[src/include/tmr_pkg.sv]
// Package with register map, field positions and carriers for the system timers
package tmr_pkg;

  // ----------------------------------------------------------------
  // Register offsets on the special function register port
  // ----------------------------------------------------------------
  localparam logic [7:0] TIMER0_COUNT_LOW_ADDR   = 8'h8a; // Timer 0 low byte
  localparam logic [7:0] TIMER1_COUNT_LOW_ADDR   = 8'h8b; // Timer 1 low byte
  localparam logic [7:0] TIMER0_COUNT_HIGH_ADDR  = 8'h8c; // Timer 0 high byte
  localparam logic [7:0] TIMER1_COUNT_HIGH_ADDR  = 8'h8d; // Timer 1 high byte
  localparam logic [7:0] TIMER4_COUNT_LOW_ADDR   = 8'hac; // Timer 4 low byte
  localparam logic [7:0] TIMER4_COUNT_HIGH_ADDR  = 8'had; // Timer 4 high byte
  localparam logic [7:0] TIMER3_COUNT_LOW_ADDR   = 8'hae; // Timer 3 low byte
  localparam logic [7:0] TIMER3_COUNT_HIGH_ADDR  = 8'haf; // Timer 3 high byte
  localparam logic [7:0] TIMER2_CONTROL_ADDR     = 8'hc8; // Timer 2 control
  localparam logic [7:0] TIMER2_RELOAD_LOW_ADDR  = 8'hca; // Timer 2 reload/capture low
  localparam logic [7:0] TIMER2_RELOAD_HIGH_ADDR = 8'hcb; // Timer 2 reload/capture high
  localparam logic [7:0] TIMER2_COUNT_LOW_ADDR   = 8'hcc; // Timer 2 low byte
  localparam logic [7:0] TIMER2_COUNT_HIGH_ADDR  = 8'hcd; // Timer 2 high byte
  localparam logic [7:0] TIMER3_4_CONTROL_ADDR   = 8'hcf; // Timers 3/4 control

  // ----------------------------------------------------------------
  // Reset values
  // ----------------------------------------------------------------
  localparam logic [7:0]  BYTE_RESET  = 8'h00; // All byte registers
  localparam logic [15:0] WORD_RESET  = 16'h0000; // 16-bit counters and reloads
  localparam logic [7:0]  READ_UNMAPPED = 8'h00; // Answer to an unmapped read

  // ----------------------------------------------------------------
  // Timer 2 control fields
  // ----------------------------------------------------------------
  localparam int T2_OVERFLOW_FLAG_BIT  = 7;
  localparam int T2_EDGE_FLAG_BIT      = 6;
  localparam int RX_CLOCK_SELECT_BIT   = 5;
  localparam int TX_CLOCK_SELECT_BIT   = 4;
  localparam int T2_TRIGGER_ENABLE_BIT = 3;
  localparam int T2_RUN_BIT            = 2;
  localparam int T2_COUNTER_SELECT_BIT = 1;
  localparam int T2_CAPTURE_SELECT_BIT = 0;

  // ----------------------------------------------------------------
  // Timers 3/4 control fields: timer n uses base 4*(n-3)
  // ----------------------------------------------------------------
  localparam int T34_IRQ_ENABLE_OFS  = 0;
  localparam int T34_RUN_OFS         = 1;
  localparam int T34_RELOAD_MODE_OFS = 2;
  localparam int T34_OVERFLOW_OFS    = 3;
  localparam int T34_FIELD_STRIDE    = 4;

  // ----------------------------------------------------------------
  // Prescale counts in system clock periods
  // ----------------------------------------------------------------
  localparam logic [3:0] T01_TIMER_DIV  = 4'hc; // Timers 0/1 timer mode
  localparam logic [3:0] T2_TIMER_DIV   = 4'hc; // Timer 2 reload/capture timer
  localparam logic [3:0] T2_BAUD_DIV    = 4'h2; // Timer 2 baud generator

  // ----------------------------------------------------------------
  // Carriers
  // ----------------------------------------------------------------
  typedef struct packed {
    logic       wr;    // Write strobe, one cycle
    logic       rd;    // Read strobe, one cycle
    logic [7:0] addr;  // Register offset
    logic [7:0] wdata; // Write data
  } tmr_sfr_req_s;

  typedef struct packed {
    logic t0_run;            // Timer 0 run control
    logic t1_run;            // Timer 1 run control
    logic t0_split;          // Timer 0 split into two 8-bit counters
    logic t0_counter_select; // Timer 0 counts pin edges
    logic t1_counter_select; // Timer 1 counts pin edges
  } tmr_t01_ctrl_s;

endpackage

[src/rtl/tmr_system_timers.sv]
// System timers 0 to 4 with special function register port
`timescale 1ns/1ps

module tmr_system_timers
(
  input  wire logic                   mclk,              // System clock
  input  wire logic                   nrst,              // Synchronous reset, active low
  input  wire tmr_pkg::tmr_sfr_req_s  sfr_req,           // Register access request
  output logic [7:0]                  sfr_rdata,         // Read data, one cycle after rd
  input  wire tmr_pkg::tmr_t01_ctrl_s t01_ctrl,          // Timers 0/1 run and mode
  input  wire logic                   t0_count_pin,      // Timer 0 event pin
  input  wire logic                   t1_count_pin,      // Timer 1 event pin
  input  wire logic                   t2_count_pin,      // Timer 2 event and trigger pin
  output logic                        t0_overflow,       // Timer 0 flag set pulse
  output logic                        t1_overflow,       // Timer 1 flag set pulse
  output logic                        rx_clock_pulse,    // Serial receiver clock pulse
  output logic                        tx_clock_pulse,    // Serial transmitter clock pulse
  output logic                        t2_irq,            // Timer 2 request level
  output logic                        t3_irq,            // Timer 3 request level
  output logic                        t4_irq             // Timer 4 request level
);

  // ----------------------------------------------------------------
  // Functions
  // ----------------------------------------------------------------

  // Replace one byte of a 16-bit word
  function automatic logic [15:0] merge_byte(input logic [15:0] word, input logic high, input logic [7:0] data);
    logic [15:0] res;
    res = word;
    if (high)
    begin
      res[15:8] = data;
    end
    else
    begin
      res[7:0] = data;
    end
    return res;
  endfunction

  // Falling edge from previous and current samples
  function automatic logic fall(input logic prev, input logic cur);
    return prev & ~cur;
  endfunction

  // ----------------------------------------------------------------
  // Pin synchronisers and edge detection
  // ----------------------------------------------------------------
  logic [2:0] pin_meta_reg;  // First stage, read only by second stage
  logic [2:0] pin_sync_reg;  // Second stage, safe to use
  logic [2:0] pin_prev_reg;  // Previous synchronised sample
  wire  [2:0] pin_raw;       // Raw pins: 0 timer0, 1 timer1, 2 timer2
  wire        t0_pin_fall;   // Timer 0 pin falling edge pulse
  wire        t1_pin_fall;   // Timer 1 pin falling edge pulse
  wire        t2_pin_fall;   // Timer 2 pin falling edge pulse

  assign pin_raw     = {t2_count_pin, t1_count_pin, t0_count_pin};
  assign t0_pin_fall = fall(pin_prev_reg[0], pin_sync_reg[0]);
  assign t1_pin_fall = fall(pin_prev_reg[1], pin_sync_reg[1]);
  assign t2_pin_fall = fall(pin_prev_reg[2], pin_sync_reg[2]);

  // Two-flop sync plus one sample of history, every clock
  always_ff @(posedge mclk)
  begin
    if (!nrst)
    begin
      pin_meta_reg <= 3'h7;
      pin_sync_reg <= 3'h7;
      pin_prev_reg <= 3'h7;
    end
    else
    begin
      pin_meta_reg <= pin_raw;
      pin_sync_reg <= pin_meta_reg;
      pin_prev_reg <= pin_sync_reg;
    end
  end

  // ----------------------------------------------------------------
  // Register decode
  // ----------------------------------------------------------------
  wire wr_tl0  = sfr_req.wr && (sfr_req.addr == tmr_pkg::TIMER0_COUNT_LOW_ADDR);
  wire wr_tl1  = sfr_req.wr && (sfr_req.addr == tmr_pkg::TIMER1_COUNT_LOW_ADDR);
  wire wr_th0  = sfr_req.wr && (sfr_req.addr == tmr_pkg::TIMER0_COUNT_HIGH_ADDR);
  wire wr_th1  = sfr_req.wr && (sfr_req.addr == tmr_pkg::TIMER1_COUNT_HIGH_ADDR);
  wire wr_t2c  = sfr_req.wr && (sfr_req.addr == tmr_pkg::TIMER2_CONTROL_ADDR);
  wire wr_timer2_reload_low = sfr_req.wr && (sfr_req.addr == tmr_pkg::TIMER2_RELOAD_LOW_ADDR);
  wire wr_timer2_reload_high = sfr_req.wr && (sfr_req.addr == tmr_pkg::TIMER2_RELOAD_HIGH_ADDR);
  wire wr_t2l  = sfr_req.wr && (sfr_req.addr == tmr_pkg::TIMER2_COUNT_LOW_ADDR);
  wire wr_t2h  = sfr_req.wr && (sfr_req.addr == tmr_pkg::TIMER2_COUNT_HIGH_ADDR);
  wire wr_t34c = sfr_req.wr && (sfr_req.addr == tmr_pkg::TIMER3_4_CONTROL_ADDR);
  wire [1:0] wr_t34l; // Timer 3/4 low byte writes
  wire [1:0] wr_t34h; // Timer 3/4 high byte writes

  assign wr_t34l[0] = sfr_req.wr && (sfr_req.addr == tmr_pkg::TIMER3_COUNT_LOW_ADDR);
  assign wr_t34h[0] = sfr_req.wr && (sfr_req.addr == tmr_pkg::TIMER3_COUNT_HIGH_ADDR);
  assign wr_t34l[1] = sfr_req.wr && (sfr_req.addr == tmr_pkg::TIMER4_COUNT_LOW_ADDR);
  assign wr_t34h[1] = sfr_req.wr && (sfr_req.addr == tmr_pkg::TIMER4_COUNT_HIGH_ADDR);

  // ----------------------------------------------------------------
  // Timers 0 and 1
  // ----------------------------------------------------------------
  logic [3:0] presc01_reg;    // Divide-by-12 prescaler
  logic [7:0] tl0_reg;        // Timer 0 low byte
  logic [7:0] th0_reg;        // Timer 0 high byte
  logic [7:0] tl1_reg;        // Timer 1 low byte
  logic [7:0] th1_reg;        // Timer 1 high byte
  wire        tick01;         // One clock in twelve
  wire        tl0_inc;        // Timer 0 low byte step
  wire        th0_inc;        // Timer 0 high byte step in split mode
  wire        tl1_inc;        // Timer 1 step
  wire        tl0_ovf;        // Timer 0 low byte wraps
  wire        th0_ovf;        // Timer 0 high byte wraps
  wire        tl1_ovf;        // Timer 1 wraps, feeds serial clocks
  logic [7:0] tl0_next;
  logic [7:0] th0_next;
  logic [7:0] tl1_next;

  assign tick01  = (presc01_reg == tmr_pkg::T01_TIMER_DIV - 4'h1);
  assign tl0_inc = t01_ctrl.t0_run && (t01_ctrl.t0_counter_select ? t0_pin_fall : tick01);
  // Split high byte is a timer under Timer 1's run control
  assign th0_inc = t01_ctrl.t0_split && t01_ctrl.t1_run && tick01;
  // Timer 1 runs freely in split mode since its run bit is lent out
  assign tl1_inc = (t01_ctrl.t0_split || t01_ctrl.t1_run)
                   && (t01_ctrl.t1_counter_select ? t1_pin_fall : tick01);
  assign tl0_ovf = tl0_inc && (tl0_reg == 8'hff);
  assign th0_ovf = th0_inc && (th0_reg == 8'hff);
  assign tl1_ovf = tl1_inc && (tl1_reg == 8'hff);

  // Next values; a write wins over counting
  always_comb
  begin
    tl0_next = tl0_reg;
    th0_next = th0_reg;
    tl1_next = tl1_reg;
    if (wr_tl0)
      tl0_next = sfr_req.wdata;
    else if (tl0_ovf)
      tl0_next = t01_ctrl.t0_split ? 8'h00 : th0_reg;
    else if (tl0_inc)
      tl0_next = tl0_reg + 8'h01;
    if (wr_th0)
      th0_next = sfr_req.wdata;
    else if (th0_inc)
      th0_next = th0_reg + 8'h01;
    if (wr_tl1)
      tl1_next = sfr_req.wdata;
    else if (tl1_ovf)
      tl1_next = th1_reg;
    else if (tl1_inc)
      tl1_next = tl1_reg + 8'h01;
  end

  // Timers 0/1 state
  always_ff @(posedge mclk)
  begin
    if (!nrst)
    begin
      presc01_reg <= 4'h0;
      tl0_reg     <= tmr_pkg::BYTE_RESET;
      th0_reg     <= tmr_pkg::BYTE_RESET;
      tl1_reg     <= tmr_pkg::BYTE_RESET;
      th1_reg     <= tmr_pkg::BYTE_RESET;
    end
    else
    begin
      presc01_reg <= tick01 ? 4'h0 : presc01_reg + 4'h1;
      tl0_reg     <= tl0_next;
      th0_reg     <= th0_next;
      tl1_reg     <= tl1_next;
      th1_reg     <= wr_th1 ? sfr_req.wdata : th1_reg;
    end
  end

  // ----------------------------------------------------------------
  // Timer 2
  // ----------------------------------------------------------------
  logic [7:0]  timer2_control_reg;      // Timer 2 control and flags
  logic [15:0] t2_cnt_reg;     // Timer 2 count
  logic [15:0] t2_rld_reg;     // Timer 2 reload/capture value
  logic [3:0]  presc2_reg;     // Timer 2 prescaler
  wire         baud_mode;      // Either serial clock select set
  wire         t2_tick;        // Timer 2 prescaler pulse
  wire         t2_inc;         // Timer 2 step
  wire         t2_ovf;         // Timer 2 wraps
  wire         t2_trig;        // Enabled trigger event
  wire         t2_capture;     // Capture the count
  wire         t2_edge_reload; // Reload on trigger
  wire         t2_ovf_reload;  // Reload on overflow
  wire [3:0]   t2_div;         // Active prescale count
  logic [7:0]  timer2_control_next;
  logic [15:0] t2_cnt_next;
  logic [15:0] t2_rld_next;

  assign baud_mode = timer2_control_reg[tmr_pkg::RX_CLOCK_SELECT_BIT] | timer2_control_reg[tmr_pkg::TX_CLOCK_SELECT_BIT];
  assign t2_div    = baud_mode ? tmr_pkg::T2_BAUD_DIV : tmr_pkg::T2_TIMER_DIV;
  assign t2_tick   = (presc2_reg >= t2_div - 4'h1);
  assign t2_inc    = timer2_control_reg[tmr_pkg::T2_RUN_BIT]
                     && (timer2_control_reg[tmr_pkg::T2_COUNTER_SELECT_BIT] ? t2_pin_fall : t2_tick);
  assign t2_ovf    = t2_inc && (t2_cnt_reg == 16'hffff);
  assign t2_trig   = timer2_control_reg[tmr_pkg::T2_TRIGGER_ENABLE_BIT] && t2_pin_fall;
  assign t2_capture     = t2_trig && !baud_mode && timer2_control_reg[tmr_pkg::T2_CAPTURE_SELECT_BIT];
  assign t2_edge_reload = t2_trig && !baud_mode && !timer2_control_reg[tmr_pkg::T2_CAPTURE_SELECT_BIT];
  assign t2_ovf_reload  = baud_mode || !timer2_control_reg[tmr_pkg::T2_CAPTURE_SELECT_BIT];

  // Control: write value, then hardware sets win over software clears
  always_comb
  begin
    timer2_control_next = wr_t2c ? sfr_req.wdata : timer2_control_reg;
    if (t2_ovf && !baud_mode)
      timer2_control_next[tmr_pkg::T2_OVERFLOW_FLAG_BIT] = 1'b1;
    if (t2_trig)
      timer2_control_next[tmr_pkg::T2_EDGE_FLAG_BIT] = 1'b1;
  end

  // Count: write, then trigger reload, then overflow, then step
  always_comb
  begin
    t2_cnt_next = t2_cnt_reg;
    if (wr_t2l || wr_t2h)
      t2_cnt_next = merge_byte(t2_cnt_reg, wr_t2h, sfr_req.wdata);
    else if (t2_edge_reload)
      t2_cnt_next = t2_rld_reg;
    else if (t2_ovf)
      t2_cnt_next = t2_ovf_reload ? t2_rld_reg : 16'h0000;
    else if (t2_inc)
      t2_cnt_next = t2_cnt_reg + 16'h0001;
  end

  // Reload/capture value: write or capture
  always_comb
  begin
    t2_rld_next = t2_rld_reg;
    if (wr_timer2_reload_low || wr_timer2_reload_high)
      t2_rld_next = merge_byte(t2_rld_reg, wr_timer2_reload_high, sfr_req.wdata);
    else if (t2_capture)
      t2_rld_next = t2_cnt_reg;
  end

  // Timer 2 state
  always_ff @(posedge mclk)
  begin
    if (!nrst)
    begin
      timer2_control_reg  <= tmr_pkg::BYTE_RESET;
      t2_cnt_reg <= tmr_pkg::WORD_RESET;
      t2_rld_reg <= tmr_pkg::WORD_RESET;
      presc2_reg <= 4'h0;
    end
    else
    begin
      timer2_control_reg  <= timer2_control_next;
      t2_cnt_reg <= t2_cnt_next;
      t2_rld_reg <= t2_rld_next;
      presc2_reg <= t2_tick ? 4'h0 : presc2_reg + 4'h1;
    end
  end

  // ----------------------------------------------------------------
  // Timers 3 and 4 (index 0 is Timer 3, index 1 is Timer 4)
  // ----------------------------------------------------------------
  logic [7:0]  timer3_4_control_reg;      // Control, modes and flags
  logic [15:0] t34_cnt_reg [2]; // Live counts
  logic [15:0] t34_rld_reg [2]; // Reload values
  logic [15:0] t34_cnt_next [2];
  logic [15:0] t34_rld_next [2];
  logic [7:0]  timer3_4_control_next;
  logic [1:0]  t34_run;         // Run bits
  logic [1:0]  t34_mode;        // Reload mode bits
  logic [1:0]  t34_ien;         // Interrupt enables
  logic [1:0]  t34_flag;        // Overflow flags
  logic [1:0]  t34_ovf;         // Overflow pulses

  // Field extraction, next counts and flags
  always_comb
  begin
    timer3_4_control_next = wr_t34c ? sfr_req.wdata : timer3_4_control_reg;
    for (int i = 0; i < 2; i++)
    begin
      t34_run[i]  = timer3_4_control_reg[i * tmr_pkg::T34_FIELD_STRIDE + tmr_pkg::T34_RUN_OFS];
      t34_mode[i] = timer3_4_control_reg[i * tmr_pkg::T34_FIELD_STRIDE + tmr_pkg::T34_RELOAD_MODE_OFS];
      t34_ien[i]  = timer3_4_control_reg[i * tmr_pkg::T34_FIELD_STRIDE + tmr_pkg::T34_IRQ_ENABLE_OFS];
      t34_flag[i] = timer3_4_control_reg[i * tmr_pkg::T34_FIELD_STRIDE + tmr_pkg::T34_OVERFLOW_OFS];
      t34_ovf[i]  = t34_run[i] && (t34_cnt_reg[i] == 16'hffff);
      t34_cnt_next[i] = t34_cnt_reg[i];
      t34_rld_next[i] = t34_rld_reg[i];
      if ((wr_t34l[i] || wr_t34h[i]) && t34_mode[i])
        t34_rld_next[i] = merge_byte(t34_rld_reg[i], wr_t34h[i], sfr_req.wdata);
      if ((wr_t34l[i] || wr_t34h[i]) && !t34_mode[i])
        t34_cnt_next[i] = merge_byte(t34_cnt_reg[i], wr_t34h[i], sfr_req.wdata);
      else if (t34_ovf[i])
        t34_cnt_next[i] = t34_mode[i] ? t34_rld_reg[i] : 16'h0000;
      else if (t34_run[i])
        t34_cnt_next[i] = t34_cnt_reg[i] + 16'h0001;
      // Flag set wins over a clearing write
      if (t34_ovf[i])
        timer3_4_control_next[i * tmr_pkg::T34_FIELD_STRIDE + tmr_pkg::T34_OVERFLOW_OFS] = 1'b1;
    end
  end

  // Timers 3/4 state
  always_ff @(posedge mclk)
  begin
    if (!nrst)
    begin
      timer3_4_control_reg <= tmr_pkg::BYTE_RESET;
      for (int i = 0; i < 2; i++)
      begin
        t34_cnt_reg[i] <= tmr_pkg::WORD_RESET;
        t34_rld_reg[i] <= tmr_pkg::WORD_RESET;
      end
    end
    else
    begin
      timer3_4_control_reg <= timer3_4_control_next;
      for (int i = 0; i < 2; i++)
      begin
        t34_cnt_reg[i] <= t34_cnt_next[i];
        t34_rld_reg[i] <= t34_rld_next[i];
      end
    end
  end

  // ----------------------------------------------------------------
  // Read path, registered
  // ----------------------------------------------------------------
  logic [7:0] rd_mux; // Selected register, live counts for timers

  always_comb
  begin
    unique case (sfr_req.addr)
      tmr_pkg::TIMER0_COUNT_LOW_ADDR:   rd_mux = tl0_reg;
      tmr_pkg::TIMER1_COUNT_LOW_ADDR:   rd_mux = tl1_reg;
      tmr_pkg::TIMER0_COUNT_HIGH_ADDR:  rd_mux = th0_reg;
      tmr_pkg::TIMER1_COUNT_HIGH_ADDR:  rd_mux = th1_reg;
      tmr_pkg::TIMER4_COUNT_LOW_ADDR:   rd_mux = t34_cnt_reg[1][7:0];
      tmr_pkg::TIMER4_COUNT_HIGH_ADDR:  rd_mux = t34_cnt_reg[1][15:8];
      tmr_pkg::TIMER3_COUNT_LOW_ADDR:   rd_mux = t34_cnt_reg[0][7:0];
      tmr_pkg::TIMER3_COUNT_HIGH_ADDR:  rd_mux = t34_cnt_reg[0][15:8];
      tmr_pkg::TIMER2_CONTROL_ADDR:     rd_mux = timer2_control_reg;
      tmr_pkg::TIMER2_RELOAD_LOW_ADDR:  rd_mux = t2_rld_reg[7:0];
      tmr_pkg::TIMER2_RELOAD_HIGH_ADDR: rd_mux = t2_rld_reg[15:8];
      tmr_pkg::TIMER2_COUNT_LOW_ADDR:   rd_mux = t2_cnt_reg[7:0];
      tmr_pkg::TIMER2_COUNT_HIGH_ADDR:  rd_mux = t2_cnt_reg[15:8];
      tmr_pkg::TIMER3_4_CONTROL_ADDR:   rd_mux = timer3_4_control_reg;
      default:                          rd_mux = tmr_pkg::READ_UNMAPPED; // Unmapped offset
    endcase
  end

  // ----------------------------------------------------------------
  // Output registers
  // ----------------------------------------------------------------
  wire t1_flag_src = t01_ctrl.t0_split ? th0_ovf : tl1_ovf;
  wire rx_src = timer2_control_reg[tmr_pkg::RX_CLOCK_SELECT_BIT] ? t2_ovf : tl1_ovf;
  wire tx_src = timer2_control_reg[tmr_pkg::TX_CLOCK_SELECT_BIT] ? t2_ovf : tl1_ovf;

  // Read data holds until the next read; pulses last one cycle
  always_ff @(posedge mclk)
  begin
    if (!nrst)
    begin
      sfr_rdata      <= tmr_pkg::BYTE_RESET;
      t0_overflow    <= 1'b0;
      t1_overflow    <= 1'b0;
      rx_clock_pulse <= 1'b0;
      tx_clock_pulse <= 1'b0;
      t2_irq         <= 1'b0;
      t3_irq         <= 1'b0;
      t4_irq         <= 1'b0;
    end
    else
    begin
      sfr_rdata      <= sfr_req.rd ? rd_mux : sfr_rdata;
      t0_overflow    <= tl0_ovf;
      t1_overflow    <= t1_flag_src;
      rx_clock_pulse <= rx_src;
      tx_clock_pulse <= tx_src;
      t2_irq         <= timer2_control_reg[tmr_pkg::T2_OVERFLOW_FLAG_BIT] | timer2_control_reg[tmr_pkg::T2_EDGE_FLAG_BIT];
      t3_irq         <= t34_flag[0] & t34_ien[0];
      t4_irq         <= t34_flag[1] & t34_ien[1];
    end
  end

endmodule

[config.mk]
export PLATFORM = sky130hd
export DESIGN_NAME = tmr_system_timers
export DESIGN_NICKNAME = d
export VERILOG_FILES = /design/src/include/tmr_pkg.sv /design/src/rtl/tmr_system_timers.sv
export SDC_FILE = /design/constraint.sdc
export NUM_CORES = 1
export LEC_CHECK = 0
export BUFFER_PORTS_ARGS = -buffer_cell sky130_fd_sc_hd__buf_2
export CAP_MARGIN = 20
export CORE_AREA = 2 2 163 165
export CTS_CLUSTER_DIAMETER = 30
export DETAILED_ROUTE_END_ITERATION = 7
export DIE_AREA = 0 0 165 167
export PLACE_DENSITY = 0.63
export SETUP_SLACK_MARGIN = 0.2
export SLEW_MARGIN = 20
export SYNTH_ARGS = -nofsm -noshare
export SYNTH_HDL_FRONTEND = slang
export SYNTH_SLANG_ARGS = --single-unit
[constraint.sdc]
create_clock -name mclk -period 4.8 [get_ports mclk]
set_input_delay 0.96 -clock mclk [delete_from_list [all_inputs] [get_ports mclk]]
set_output_delay 0.96 -clock mclk [all_outputs]
set_load 0.03 [all_outputs]
Yosys cells after proc, flatten, opt, wreduce, memory -nomap -nowiden
Memories as Yosys holds them, arrays and structs flattened.
Index checks and enable logic that the tools add are counted.

operators by class
  add/subtract/negate cells = 9
  $lt $le $gt $ge = 1
  equality and inequality tests = 25
  mux-type cells = 58
  bitwise logic cells = 15
  reductions and logical operators = 59

operators with widths
  operator                 number
  $mux W16                 21
  $mux W8                  23
  $eq A8 B8 Y1 const B     17
  $pmux W8 S14             1
  $add A16 B1 Y16 const B  3
  $eq A16 B16 Y1 const B   3
  $logic_and A1 B1 Y1      34
  $add A8 B1 Y8 const B    3
  $mux W1                  12
  $reduce_bool A2 Y1       6
  $add A4 B1 Y4 const B    2
  $ne A2 B2 Y1 const B     4
  $reduce_and A2 Y1        4
  $logic_or A1 B1 Y1       6
  $or A1 B1 Y1             6
  $reduce_bool A3 Y1       2
  $and A1 B1 Y1            5
  $eq A4 B4 Y1 const B     1
  $ge A4 B4 Y1             1
  $logic_not A1 Y1         4
  $mux W4                  1
  $not A1 Y1               4
  $reduce_bool A4 Y1       1
  $reduce_or A2 Y1         2
  $sub A4 B1 Y4 const B    1

storage, ports and cells
  register bits after elaboration = 112
  RAM bits = 64
  word-level logic and storage cells = 196
  memories = 2

memories
  memory       words  bits a word  rd ports  clocked after memory_dff  wr ports  line                      RTL
  t34_cnt_reg  2      16           2         0                         2         tmr_system_timers.sv:264  logic [15:0] t34_cnt_reg [2];
  t34_rld_reg  2      16           2         0                         2         tmr_system_timers.sv:265  logic [15:0] t34_rld_reg [2];

Logic depth before layout (Yosys ltp)
Gate-level depths: netlist of run 1.

  depth after elaboration = 10
  mapped depth = 10
  gate-level depth less buffers = 9

Worst setup path after synthesis of run 1
OpenSTA, ideal clock, no wires.

  path type = input -> register
  start = input sfr_req[10] (netlist bit)
  end = register t2_rld_reg[13]
  library setup time = 0.136 ns
  arrival time = 2.439 ns
  required time = 4.664 ns
  slack = 2.225 ns
  stages on the path = 10
  path buffers = 4
  cells stage by stage = buf_2 -> nor2b_1 -> clkbuf_1 -> nand4_1 -> buf_6 -> nor3b_1 -> a41o_2 -> buf_6 -> nor2_1 -> a211oi_2

on the way
  cells in the longest elaborated chain, start to end = 5

ends and longest elaborated chain
  what                                                                        line                                              RTL
  from (decl)                                                                 tmr_system_timers.sv:8                            input wire tmr_pkg::tmr_sfr_req_s sfr_req,
  $eq A8 B8 Y1 (on tied branches)                                             tmr_system_timers.sv:88, tmr_system_timers.sv:89
  $logic_and A1 B1 Y1 (on tied branches)                                      tmr_system_timers.sv:88, tmr_system_timers.sv:89
  $logic_or A1 B1 Y1                                                          tmr_system_timers.sv:235                          if (wr_timer2_reload_low || wr_timer2_reload_high)
  $ne A2 B2 Y1 (no source line) / $reduce_bool A2 Y1 (equally long branches)  -
  $reduce_and A2 Y1 (no source line)                                          -
  to (signal assigned)                                                        tmr_system_timers.sv:248                          t2_rld_reg <= tmr_pkg::WORD_RESET;
  to (signal assigned)                                                        tmr_system_timers.sv:255                          t2_rld_reg <= t2_rld_next;
  to (decl)                                                                   tmr_system_timers.sv:181                          logic [15:0] t2_rld_reg;

Several ways; a longest one is shown, not always the timed one.
A chain may end at the register's enable or synchronous reset.

Worst setup path in the final report of run 1
  start = input sfr_req[10] (netlist bit)
  end = register t2_cnt_reg[7]

on the way
  cells in the longest elaborated chain, start to end = 5

ends and longest elaborated chain
  what                                                                        line                                              RTL
  $eq A8 B8 Y1 (on tied branches)                                             tmr_system_timers.sv:90, tmr_system_timers.sv:91
  $logic_and A1 B1 Y1 (on tied branches)                                      tmr_system_timers.sv:90, tmr_system_timers.sv:91
  $logic_or A1 B1 Y1                                                          tmr_system_timers.sv:221                          if (wr_t2l || wr_t2h)
  $ne A2 B2 Y1 (no source line) / $reduce_bool A4 Y1 (equally long branches)  -
  $reduce_and A2 Y1 (no source line)                                          -
  to (signal assigned)                                                        tmr_system_timers.sv:247                          t2_cnt_reg <= tmr_pkg::WORD_RESET;
  to (signal assigned)                                                        tmr_system_timers.sv:254                          t2_cnt_reg <= t2_cnt_next;
  to (decl)                                                                   tmr_system_timers.sv:180                          logic [15:0] t2_cnt_reg;

Several ways; a longest one is shown, not always the timed one.

==> results of run 1 <==
Yosys cell counts, types with 18 or more instances:
master	count
a21oi_1	55
o21ai_0	54
a221oi_1	18
nor2_1	143
nand2_1	125
buf_2	24
a22oi_1	27
dfxtp_1	176
clkbuf_1	50
a31oi_1	20
a211oi_1	23
xnor2_1	28
nand4_1	21
mux2i_1	72
nand3_1	57
xor2_1	20
nor3_1	19
worst reg2reg max path: cells and delay by family, from the launching register on:
family | cells | cell delay, ns
AND/OR/NAND/NOR | 3 | 0.83
adder cells (fa/ha/maj) | 1 | 0.28
AO/OA/AOI/OAI | 4 | 1.13
buffers and inverters | 1 | 0.09
flip-flops | 1 | 0.40
power by group:
part | internal [mW] | switching (mW) | leakage [nW] | total, mW
Sequential | 1.47 | 0.00846 | 1.42 | 1.48
Combinational | 0.0400 | 0.123 | 2.35 | 0.163
Clock | 0.699 | 0.709 | 0.286 | 1.41
Total | 2.21 | 0.840 | 4.06 | 3.05
metal layers:
layer / up-vias / track usage [%]
met2: 395 / 38.64
met5: - / 0
met3: 88 / 3.935
met4: 2 / 9.830
li1: 4528 / -
met1: 4645 / 32.21
worst paths after layout:
check,endpoint,slack (ns),depth (start not counted)
max,t2_cnt_reg[7]$_SDFFE_PN0P_,1.65,9
max reg2reg,t2_cnt_reg[1]$_SDFFE_PN0P_,1.99,9
min,pin_sync_reg[0]$_SDFF_PN1_,0.41,1
min reg2reg,pin_sync_reg[0]$_SDFF_PN1_,0.41,1
per-stage QoR:
step	total power [mW]	instance area (µm²)	hold WS, ns	setup slack (ns)	utilization (%)
3_5_place_dp	1.671	10510	0.3977	1.238	40.79
6_report	3.047	11120	0.4122	1.653	43.17
4_1_cts	3.065	11100	0.4108	1.713	43.09
5_1_grt	3.139	11120	0.4374	1.403	43.17
3_3_place_gp	1.670	10510	0.3882	1.291	40.79
2_1_floorplan	1.610	10200	0.3863	2.225	-
final cells by class:
class                      count  area [µm²]
multi-input combinational    946        6185
clock buffer                  17       425.4
inverter                      17       65.06
sequential                   176        3523
fill                        2593       14640
tap                          335       419.2
clock inverter                15       165.2
timing repair buffer          57       339.1
placed cells by master, fill, tap and decap left out, types with 20 or more instances in the layout:
cell / instances
nand2_1: 125
a22oi_1: 27
dfxtp_1: 176
o21ai_0: 54
mux2i_1: 72
xnor2_1: 28
nand3_1: 57
xor2_1: 20
buf_2: 42
nand4_1: 21
a31oi_1: 20
a211oi_1: 23
a21oi_1: 55
nor2_1: 141
cells by family after synthesis:
group	after synthesis	share of synthesized area [%]
AO/OA/AOI/OAI	317	22.28
XOR/XNOR	48	4.122
adder cells (fa/ha/maj)	10	1.227
buffers and inverters	111	4.907
flip-flops	176	34.55
multiplexers	85	8.502
AND/OR/NAND/NOR	486	24.41
==> impl_metrics.csv, run 1 <==
group,metric,value,unit
global_routing,antenna_found_initial,1,
placed_design,dp.cells,1530,
synth,yosysSeqAreaShare,34.55,%
worst_setup_path,crit_chain,"buf_2 -> nand2_1 -> nor3_1 -> buf_4 -> nand2_1 -> a21boi_1 -> buf_4 -> nand2_1 -> o32ai_1",
min_path,min_path_type,"register to register",
clock_network,ctsHoldBuffers,0,
clock_network,path_clk_slew,0.08,ns
timing,worst_slew_pin_slew,1.119,ns
cells_and_area,drive_gt1_share,11.64,%
worst_setup_path,crit_required,5.16,ns
worst_setup_path,worstSetupEndpointType,"register",
routing,wire_per_inst,21.33,µm
routing,num_vias,9658,
clock_network,clockRootBuffer,"clkbuf_16",
synth,synth_warnings,0,
timing,finalSetupViolCount,0,
routing,met1_length,14.43,mm
synth,ys_top_cells_by_area,"dfxtp_1 35%, mux2i_1 7.1%, nor2_1 5.3%, nand2_1 4.6%, nand3_1 2.8%",
worst_setup_path,worstSetupPathType,"primary input to register",
placed_design,place_congestion,0.9429,
worst_setup_path,crit_family,"simple AND/OR/NAND/NOR gates",
clock_network,clock_latency,0.45,ns
timing,report.final.slew_viol_count,0,
timing,setup_tns,0,ns
worst_setup_path,cp.arrival,3.51,ns
routing,top_layer,"met5",
routing,firstDrtPassIters,6,
synth,syn-num-nets,1271,
pwr,leakage,4.061,nW
worst_setup_path,crit_fanout,28,
die,core,0.02576,mm²
timing,min_period,3.147,ns
status,run_status,"finished clean",
cells_and_area,area_growth,9.054,%
global_routing,grt_pass1_vias,8861,
clock_network,cts_tree,"built",
clock_network,cts_made_buffers,17,
global_routing,grt_max_degree,69,
die,initial_core_util,39.59,%
timing,rsz0062_at_grt,"no",
die,row_count,59,
cells_and_area,antenna_cells,0,
synth,syn_inst,1233,
worst_setup_path,start_kind,"primary input",
placed_design,dp_hpwl,22.67,mm
timing,finalCritPeriodShare,65.57,%
worst_setup_path,cpPeakStageDelay,0.59,ns
worst_setup_path,critPathBufInv,3,
die,pin_count,43,
cells_and_area,finalNonFillerCells,1563,
synth,synth_edf_count,0,
timing,finClkSkew,0.009074,ns
routing,wl_met3,1.885,mm
run,cap_violations,0,
global_routing,grt_pass1_wl,52.07,mm
synth,yosysTopAreaCellShare,34.55,%
synth,synth_area,0.01020,mm²
worst_setup_path,critPathSlowestCell,"nor3_1",
clock_network,post_cts_buffers,0,
synth,netlist-cell-type-count,88,
placed_design,numPortBuffers,42,
synth,synth_ff_type,"dfxtp_1",
routing,vias_per_cell,6.179,
worst_setup_path,path_common_cell,"nand2_1",
die,dieArea,0.02756,mm²
pwr,power-per-cell-area,274.0,mW/mm²
clock_network,htreeDepth,4,
global_routing,grt_remaining_overflow,0,
routing,wl,33.33,mm
routing,drc,0,
synth,avgSynthCellArea,8.271,µm²
global_routing,track_usage,24.15,%
clock_network,ctsResizeCount,0,
timing,finalHoldViolCount,0,
routing,wl_met2,15.69,mm
clock_network,clk_path_buf_depth,2,
clock_network,clkSinkCount,176,
cells_and_area,nNetsFinal,1253,
synth,yosysTopAreaCell,"dfxtp_1",
timing,max_freq,317.8,MHz
worst_setup_path,r2r_start,"timer2_control_reg[5]$_SDFFE_PN0P_",
synth,async_flop_share,0,%
routing,ant_nets,0,
die,die-width,165,µm
timing,relSlewSlack,24.92,%
min_path,min_from,"pin_meta_reg[0]$_SDFF_PN1_",
routing,drtIter0Drc,1088,
die,die_h,167,µm
synth,synth_seq_cells,176,
worst_setup_path,critical_path.startpoint,"sfr_req[10]",
pwr,peakVddDrop,235.2,µV
No activity file was read; power rests on OpenSTA's default activity.
==> run 2: changes to the inputs <==
ABC_AREA = 1   (was default)
CORE_AREA = 2 2 165 167   (was 2 2 163 165)
DIE_AREA = 0 0 167 169   (was 0 0 165 167)
clock period = 3 ns   (was 4.8 ns; I/O delays follow)
==> impl_metrics.csv, run 2 <==
group,metric,value,unit
status,run_status,"finished clean",
placed_design,pre_cts_ws,0.3192,ns
timing,max_freq,398.6,MHz
cells_and_area,postLayoutCoreUtil,43.64,%
synth,netlist-cell-type-count,40,
synth,synth_ff_type,"dfxtp_1",
timing,worst_slew_pin_slew,0.9211,ns
routing,drc,0,
worst_setup_path,crit_chain,"inv_1 -> nand2_1 -> ha_1 -> a21oi_1 -> nand3_1 -> nand2_1 -> clkinvlp_4 -> o21ai_0 -> nand2_2 -> inv_4 -> nor2_1 -> a21oi_1",
synth,avgSynthCellArea,6.347,µm²
global_routing,grt_pass1_vias,10198,
die,initial_core_util,39.35,%
clock_network,ctsHoldBuffers,0,
die,die-width,167,µm
synth,synth_top_family_by_area,"simple AND/OR/NAND/NOR gates",
clock_network,clk_path_buf_depth,2,
timing,finalSetupViolCount,0,
run,cap_violations,0,
timing,relSlewSlack,38.59,%
timing,report.final.slew_viol_count,0,
synth,synth_area,0.01043,mm²
clock_network,clockRootBuffer,"clkbuf_16",
routing,drtIter0Drc,1200,
synth,syn-num-nets,1681,
synth,synthAdderAreaFrac,1.200,%
pwr,p_clk_share,45.5,%
pwr,internal_power,3.619,mW
global_routing,track_usage,25.11,%
worst_setup_path,start_kind,"register",
synth,yosysSeqAreaShare,33.79,%
worst_setup_path,worstSetupPathType,"register to register",
cells_and_area,layout_common_cells,"411 x nand2_1, 187 x nor2_1, 176 x dfxtp_1",
synth,syn_inst,1643,
cells_and_area,finalNonFillerCells,2017,
worst_setup_path,cp.arrival,2.87,ns
timing,finalHoldViolCount,0,
synth,yosysTopAreaCell,"dfxtp_1",
synth,ys_top_cells_by_count,"412 x nand2_1, 187 x nor2_1, 176 x dfxtp_1, 163 x inv_1, 139 x o21ai_0",
routing,ant_nets,0,
min_path,min_path_cells,2,
cells_and_area,area_growth,10.91,%
synth,synth_warnings,0,
worst_setup_path,crit_fanout,9,
die,row_count,60,
worst_setup_path,r2r_end,"t2_cnt_reg[10]$_SDFFE_PN0P_",
routing,vias_per_cell,5.481,
worst_setup_path,crit_family,"simple AND/OR/NAND/NOR gates",
global_routing,grt_pass1_wl,56.21,mm
synth,synth_mux_area_share,0,%
synth,yosysTopAreaCellShare,33.79,%
timing,setup_tns,0,ns
clock_network,clkSinkCount,176,
timing,min_period,2.509,ns
placed_design,placed_area,0.01098,mm²
synth,synth_compound_area_share,17.70,%
timing,rsz0062_at_grt,"no",
worst_setup_path,critical_path.startpoint,"timer2_control_reg[4]$_SDFFE_PN0P_",
clock_network,path_clk_slew,0.07,ns
pwr,leakage,4.702,nW
routing,firstDrtPassIters,8,
pwr,peakVddDrop,314.0,µV
placed_design,place_congestion,0.9559,
clock_network,cts_made_buffers,17,
synth,synth_edf_count,0,
pwr,p_sw_share,24.28,%
global_routing,antenna_found_initial,0,
routing,wl,35.45,mm
routing,num_vias,11056,
worst_setup_path,cpPeakStageDelay,0.40,ns
synth,synth-xor-area-share,3.611,%
worst_setup_path,reg2reg_depth,12,
placed_design,dp.cells,1984,
cells_and_area,final_common_cell,"nand2_1",
pwr,power-per-cell-area,413.2,mW/mm²
timing,finClkSkew,0.007227,ns
worst_setup_path,path_depth,12,
min_path,min_path_type,"primary input to register",
synth,synth_seq_cells,176,
worst_setup_path,critPathSlowestCell,"dfxtp_1",
cells_and_area,antenna_cells,0,
worst_setup_path,r2r_start,"timer2_control_reg[4]$_SDFFE_PN0P_",
worst_setup_path,critPathBufInv,3,
synth,synthSimpleGateAreaFrac,34.76,%
worst_setup_path,worstSetupEndpointType,"register",
global_routing,grt_remaining_overflow,0,
synth,async_flop_share,0,%
timing,setup_ws,0.4911,ns
pwr,power_frac_comb,5.0,%
cells_and_area,drive_gt1_share,9.069,%
clock_network,cts_tree,"built",
synth,ys_top_cells_by_area,"dfxtp_1 34%, nand2_1 15%, nor2_1 6.7%, o21ai_0 6.7%, nand3_1 6.6%",
synth,synth.most_common_cell,"nand2_1",
pwr,p_sw,1.160,mW
die,die_h,169,µm
worst_setup_path,rrSetupSlack,0.49,ns
clock_network,clock_latency,0.43,ns
pwr,seqPwrFrac,49.6,%
placed_design,dp_hpwl,25.50,mm
cells_and_area,final_area,0.01157,mm²
timing,finalCritPeriodShare,83.63,%
global_routing,grt_max_degree,117,
die,dieArea,0.02822,mm²
min_path,hold-path-endpoint,"pin_meta_reg[2]$_SDFF_PN1_",
placed_design,numPortBuffers,42,
die,pin_count,43,
die,core,0.02650,mm²
min_path,min_from,"t2_count_pin",
clock_network,htreeDepth,4,
cells_and_area,nNetsFinal,1702,
worst_setup_path,crit_required,3.36,ns
routing,wire_per_inst,17.58,µm
==> run 2: cell count changes in the layout (fill, tap and decap cells not counted), moves of 14 or more <==
| cell | before | now |
|---|---|---|
| and3_1 | 15 | 0 |
| a22oi_1 | 27 | 0 |
| nor2_1 | 141 | 187 |
| nand3_1 | 57 | 138 |
| a21oi_1 | 55 | 135 |
| and2_1 | 15 | 0 |
| inv_1 | 15 | 162 |
| o21ai_0 | 54 | 139 |
| a221oi_1 | 18 | 0 |
| xor2_1 | 20 | 34 |
| xnor2_1 | 28 | 9 |
| mux2i_1 | 72 | 0 |
| nand2_1 | 125 | 411 |
==> run 2: through the flow <==
step	hold slack (ns)	total power, mW
floorplan	0.3917	2.545
global placement	0.3980	2.652
detailed placement	0.4028	2.655
CTS	0.3373	4.811
global route	0.3458	4.924
finish	0.3522	4.780
==> run 2: worst max path at each step <==
stage                                       end
detailed placement  t2_cnt_reg[12]$_SDFFE_PN0P_
finish              t2_cnt_reg[10]$_SDFFE_PN0P_
floorplan            t2_rld_reg[0]$_SDFFE_PN0P_
global route        t2_cnt_reg[12]$_SDFFE_PN0P_
CTS                 t2_cnt_reg[10]$_SDFFE_PN0P_
global placement    t2_cnt_reg[14]$_SDFFE_PN0P_
==> run 2: power by group through the flow <==
stage / Sequential, mW / Clock [mW] / Combinational (mW)
global route: 2.37 / 2.30 / 0.256
floorplan: 2.42 / 0 / 0.128
CTS: 2.37 / 2.21 / 0.233
detailed placement: 2.42 / 0 / 0.233
finish: 2.37 / 2.17 / 0.238
global placement: 2.42 / 0 / 0.231
==> run 2: area by class of cell <==
type                    count  area, µm²
well taps                 341      426.7
flip-flops and latches    176       3523
clock buffers              23      478.0
clock inverters             8      81.33
multi-input cells        1228       5974
inverters                 174      659.4
fillers                  2794      14930
repair buffers             67      422.9
==> run 2: cell families after synthesis <==
logic type / count (synthesis)
AO/OA/AOI/OAI: 343
XOR/XNOR: 43
adder cells (fa/ha/maj): 10
buffers and inverters: 239
flip-flops: 176
AND/OR/NAND/NOR: 832
==> run 2: worst register-to-register path, cell delays in order (launching register included) <==
cell	delay, ns
dfxtp_1	0.40
inv_1	0.06
nand2_1	0.19
ha_1	0.29
a21oi_1	0.19
nand3_1	0.20
nand2_1	0.21
clkinvlp_4	0.16
o21ai_0	0.21
nand2_2	0.19
inv_4	0.16
nor2_1	0.06
a21oi_1	0.13
==> run 2: what timing repair did <==
item                       CTS  global route
setup endpoints to repair    0             8
setup buffers                0             2
gates resized for setup      0             3
hold endpoints to repair     0             0
==> run 2: layer usage <==
| metal | track usage, % | vias up | wire length [µm] |
|---|---|---|---|
| met3 | 3.110 | 92 | 2213 |
| met4 | 11.43 | 0 | 1428 |
| li1 | - | 5451 | - |
| met2 | 40.63 | 398 | 16220 |
| met5 | 0 | - | 0 |
| met1 | 33.54 | 5115 | 15590 |
==> run 3: changes to the inputs <==
ABC_AREA = 0   (was 1)
CORE_AREA = 2 2 163 165   (was 2 2 165 167)
DIE_AREA = 0 0 165 167   (was 0 0 167 169)
clock period = 2.45 ns   (was 3 ns; I/O delays follow)
==> impl_metrics.csv, run 3 (synthesized netlist as in run 1, its figures left out) <==
group,metric,value,unit
status,run_status,"finished clean",
die,dieArea,0.02756,mm²
routing,drtIter0Drc,907,
worst_setup_path,critPathSlowestCell,"a221o_1",
cells_and_area,seqCellArea,0.003526,mm²
timing,worst_slew_pin_slew,0.6766,ns
cells_and_area,drive_gt1_share,20.02,%
routing,wire_per_inst,21.53,µm
routing,num_vias,10000,
pwr,total_power,6.048,mW
min_path,min_path_type,"primary input to register",
die,row_count,59,
timing,relSlewSlack,54.48,%
pwr,peakVddDrop,383.9,µV
clock_network,clockRootBuffer,"clkbuf_16",
clock_network,htreeDepth,4,
placed_design,dp.cells,1615,
die,die_h,167,µm
die,pin_count,43,
cells_and_area,fillers,2517,
worst_setup_path,worstSetupPathType,"register to register",
global_routing,track_usage,26.06,%
clock_network,cts_made_buffers,17,
placed_design,numPortBuffers,42,
cells_and_area,multi_input_area,0.006440,mm²
routing,vias_per_cell,6.046,
timing,max_freq,428.8,MHz
clock_network,clkSinkCount,176,
routing,drc,0,
timing,holdWs,0.2148,ns
clock_network,clock_latency,0.45,ns
cells_and_area,area_growth,19.03,%
global_routing,antenna_found_initial,0,
worst_setup_path,start_kind,"register",
routing,firstDrtPassIters,8,
timing,finalHoldViolCount,0,
pwr,power-per-cell-area,498.2,mW/mm²
global_routing,grt_remaining_overflow,0,
die,initial_core_util,39.59,%
timing,rsz0062_at_grt,"yes",
die,core,0.02576,mm²
cells_and_area,final_common_cell,"dfxtp_1",
cells_and_area,finalNonFillerCells,1654,
clock_network,ctsHoldBuffers,0,
run,cap_violations,0,
worst_setup_path,worstSetupEndpointType,"register",
worst_setup_path,crit_fanout,6,
worst_setup_path,crit_chain,"nor2_4 -> inv_2 -> ha_4 -> a211o_1 -> a221o_1 -> a21oi_4 -> o21ai_4 -> mux2_4 -> a211oi_2",
timing,report.final.slew_viol_count,0,
clock_network,clk_path_buf_depth,2,
clock_network,path_clk_slew,0.08,ns
routing,wl,35.61,mm
routing,ant_nets,0,
global_routing,grt_pass1_vias,9519,
timing,finalSetupViolCount,0,
worst_setup_path,cp.arrival,2.71,ns
placed_design,place_congestion,0.9734,
cells_and_area,nNetsFinal,1344,
worst_setup_path,crit_required,2.83,ns
cells_and_area,antenna_cells,0,
global_routing,grt_pass1_wl,55.49,mm
timing,finalCritPeriodShare,95.18,%
cells_and_area,layout_common_cells,"174 x dfxtp_1, 141 x nor2_1, 123 x nand2_1",
clock_network,cts_tree,"built",
global_routing,grt_max_degree,64,
timing,min_period,2.332,ns
timing,finClkSkew,0.01238,ns
die,die-width,165,µm
placed_design,dp_hpwl,25.23,mm
worst_setup_path,cpPeakStageDelay,0.41,ns
pwr,leakage,4.625,nW
run 3: cell count changes in the layout (fill, tap and decap cells not counted), moves of 73 or more:
cell,previous run,this run
nand2_1,411,123
inv_1,162,14
o21ai_0,139,52
nand3_1,138,56
a21oi_1,135,55
buf_4,23,96
run 3: metrics by stage:
step / TNS, ns / cell area, µm² / util, % / setup slack [ns]
CTS: 0 / 11940 / 46.33 / 0.1123
global placement: 0 / 11230 / 43.57 / 0.06601
global route: -0.008256 / 12140 / 47.12 / -0.008256
floorplan: 0 / 10220 / - / 0.1736
detailed placement: 0 / 11230 / 43.57 / 0.02725
finish: 0 / 12140 / 47.12 / 0.1180
run 3: critical path, delay by kind of cell, from the launching register on:
| family | cells | cell delay (ns) |
|---|---|---|
| buffers and inverters | 1 | 0.06 |
| AOI/OAI and AO/OA | 5 | 1.24 |
| and+or+nand+nor | 1 | 0.11 |
| adders and majority gates | 1 | 0.20 |
| muxes | 1 | 0.31 |
| DFF | 1 | 0.34 |
run 3: worst paths after layout:
path                                                         start                          to  slack, ns  cells past startpoint
worst max-delay path            timer2_control_reg[5]$_SDFFE_PN0P_  t2_cnt_reg[9]$_SDFFE_PN0P_       0.12                      9
worst min-delay path                                  t0_count_pin  pin_meta_reg[0]$_SDFF_PN1_       0.21                      2
worst max register to register  timer2_control_reg[5]$_SDFFE_PN0P_  t2_cnt_reg[9]$_SDFFE_PN0P_       0.12                      9
worst min register to register          pin_meta_reg[2]$_SDFF_PN1_  pin_sync_reg[2]$_SDFF_PN1_       0.41                      1
run 3: final cells by class:
class,count,area share (%)
multi-input cells,946,53.05
flip-flops and latches,176,29.05
repair buffers,148,9.070
clock buffers,18,3.618
well taps,335,3.453
clock inverters,14,1.216
inverters,17,0.5463
run 3: where the power goes:
group | internal, mW | switching [mW] | total [mW]
Combinational | 0.110 | 0.259 | 0.369
Clock | 1.47 | 1.32 | 2.78
Sequential | 2.88 | 0.0169 | 2.89
Total | 4.46 | 1.59 | 6.05
run 3: per-layer routing:
layer  GRT usage, %  vias up  wire (µm)
met3          4.234       81       2442
met2          39.22      403      15880
met1          36.91     4786      15980
met5              0        -          0
met4          10.55        0       1304
li1               -     4730          -
run 3: timing repair:
action	in CTS	in global routing
gates resized for setup	21	24
setup endpoints to repair	16	18
setup buffers	3	2
gates cloned	1	1
pin swaps	14	22
hold endpoints to repair	0	0
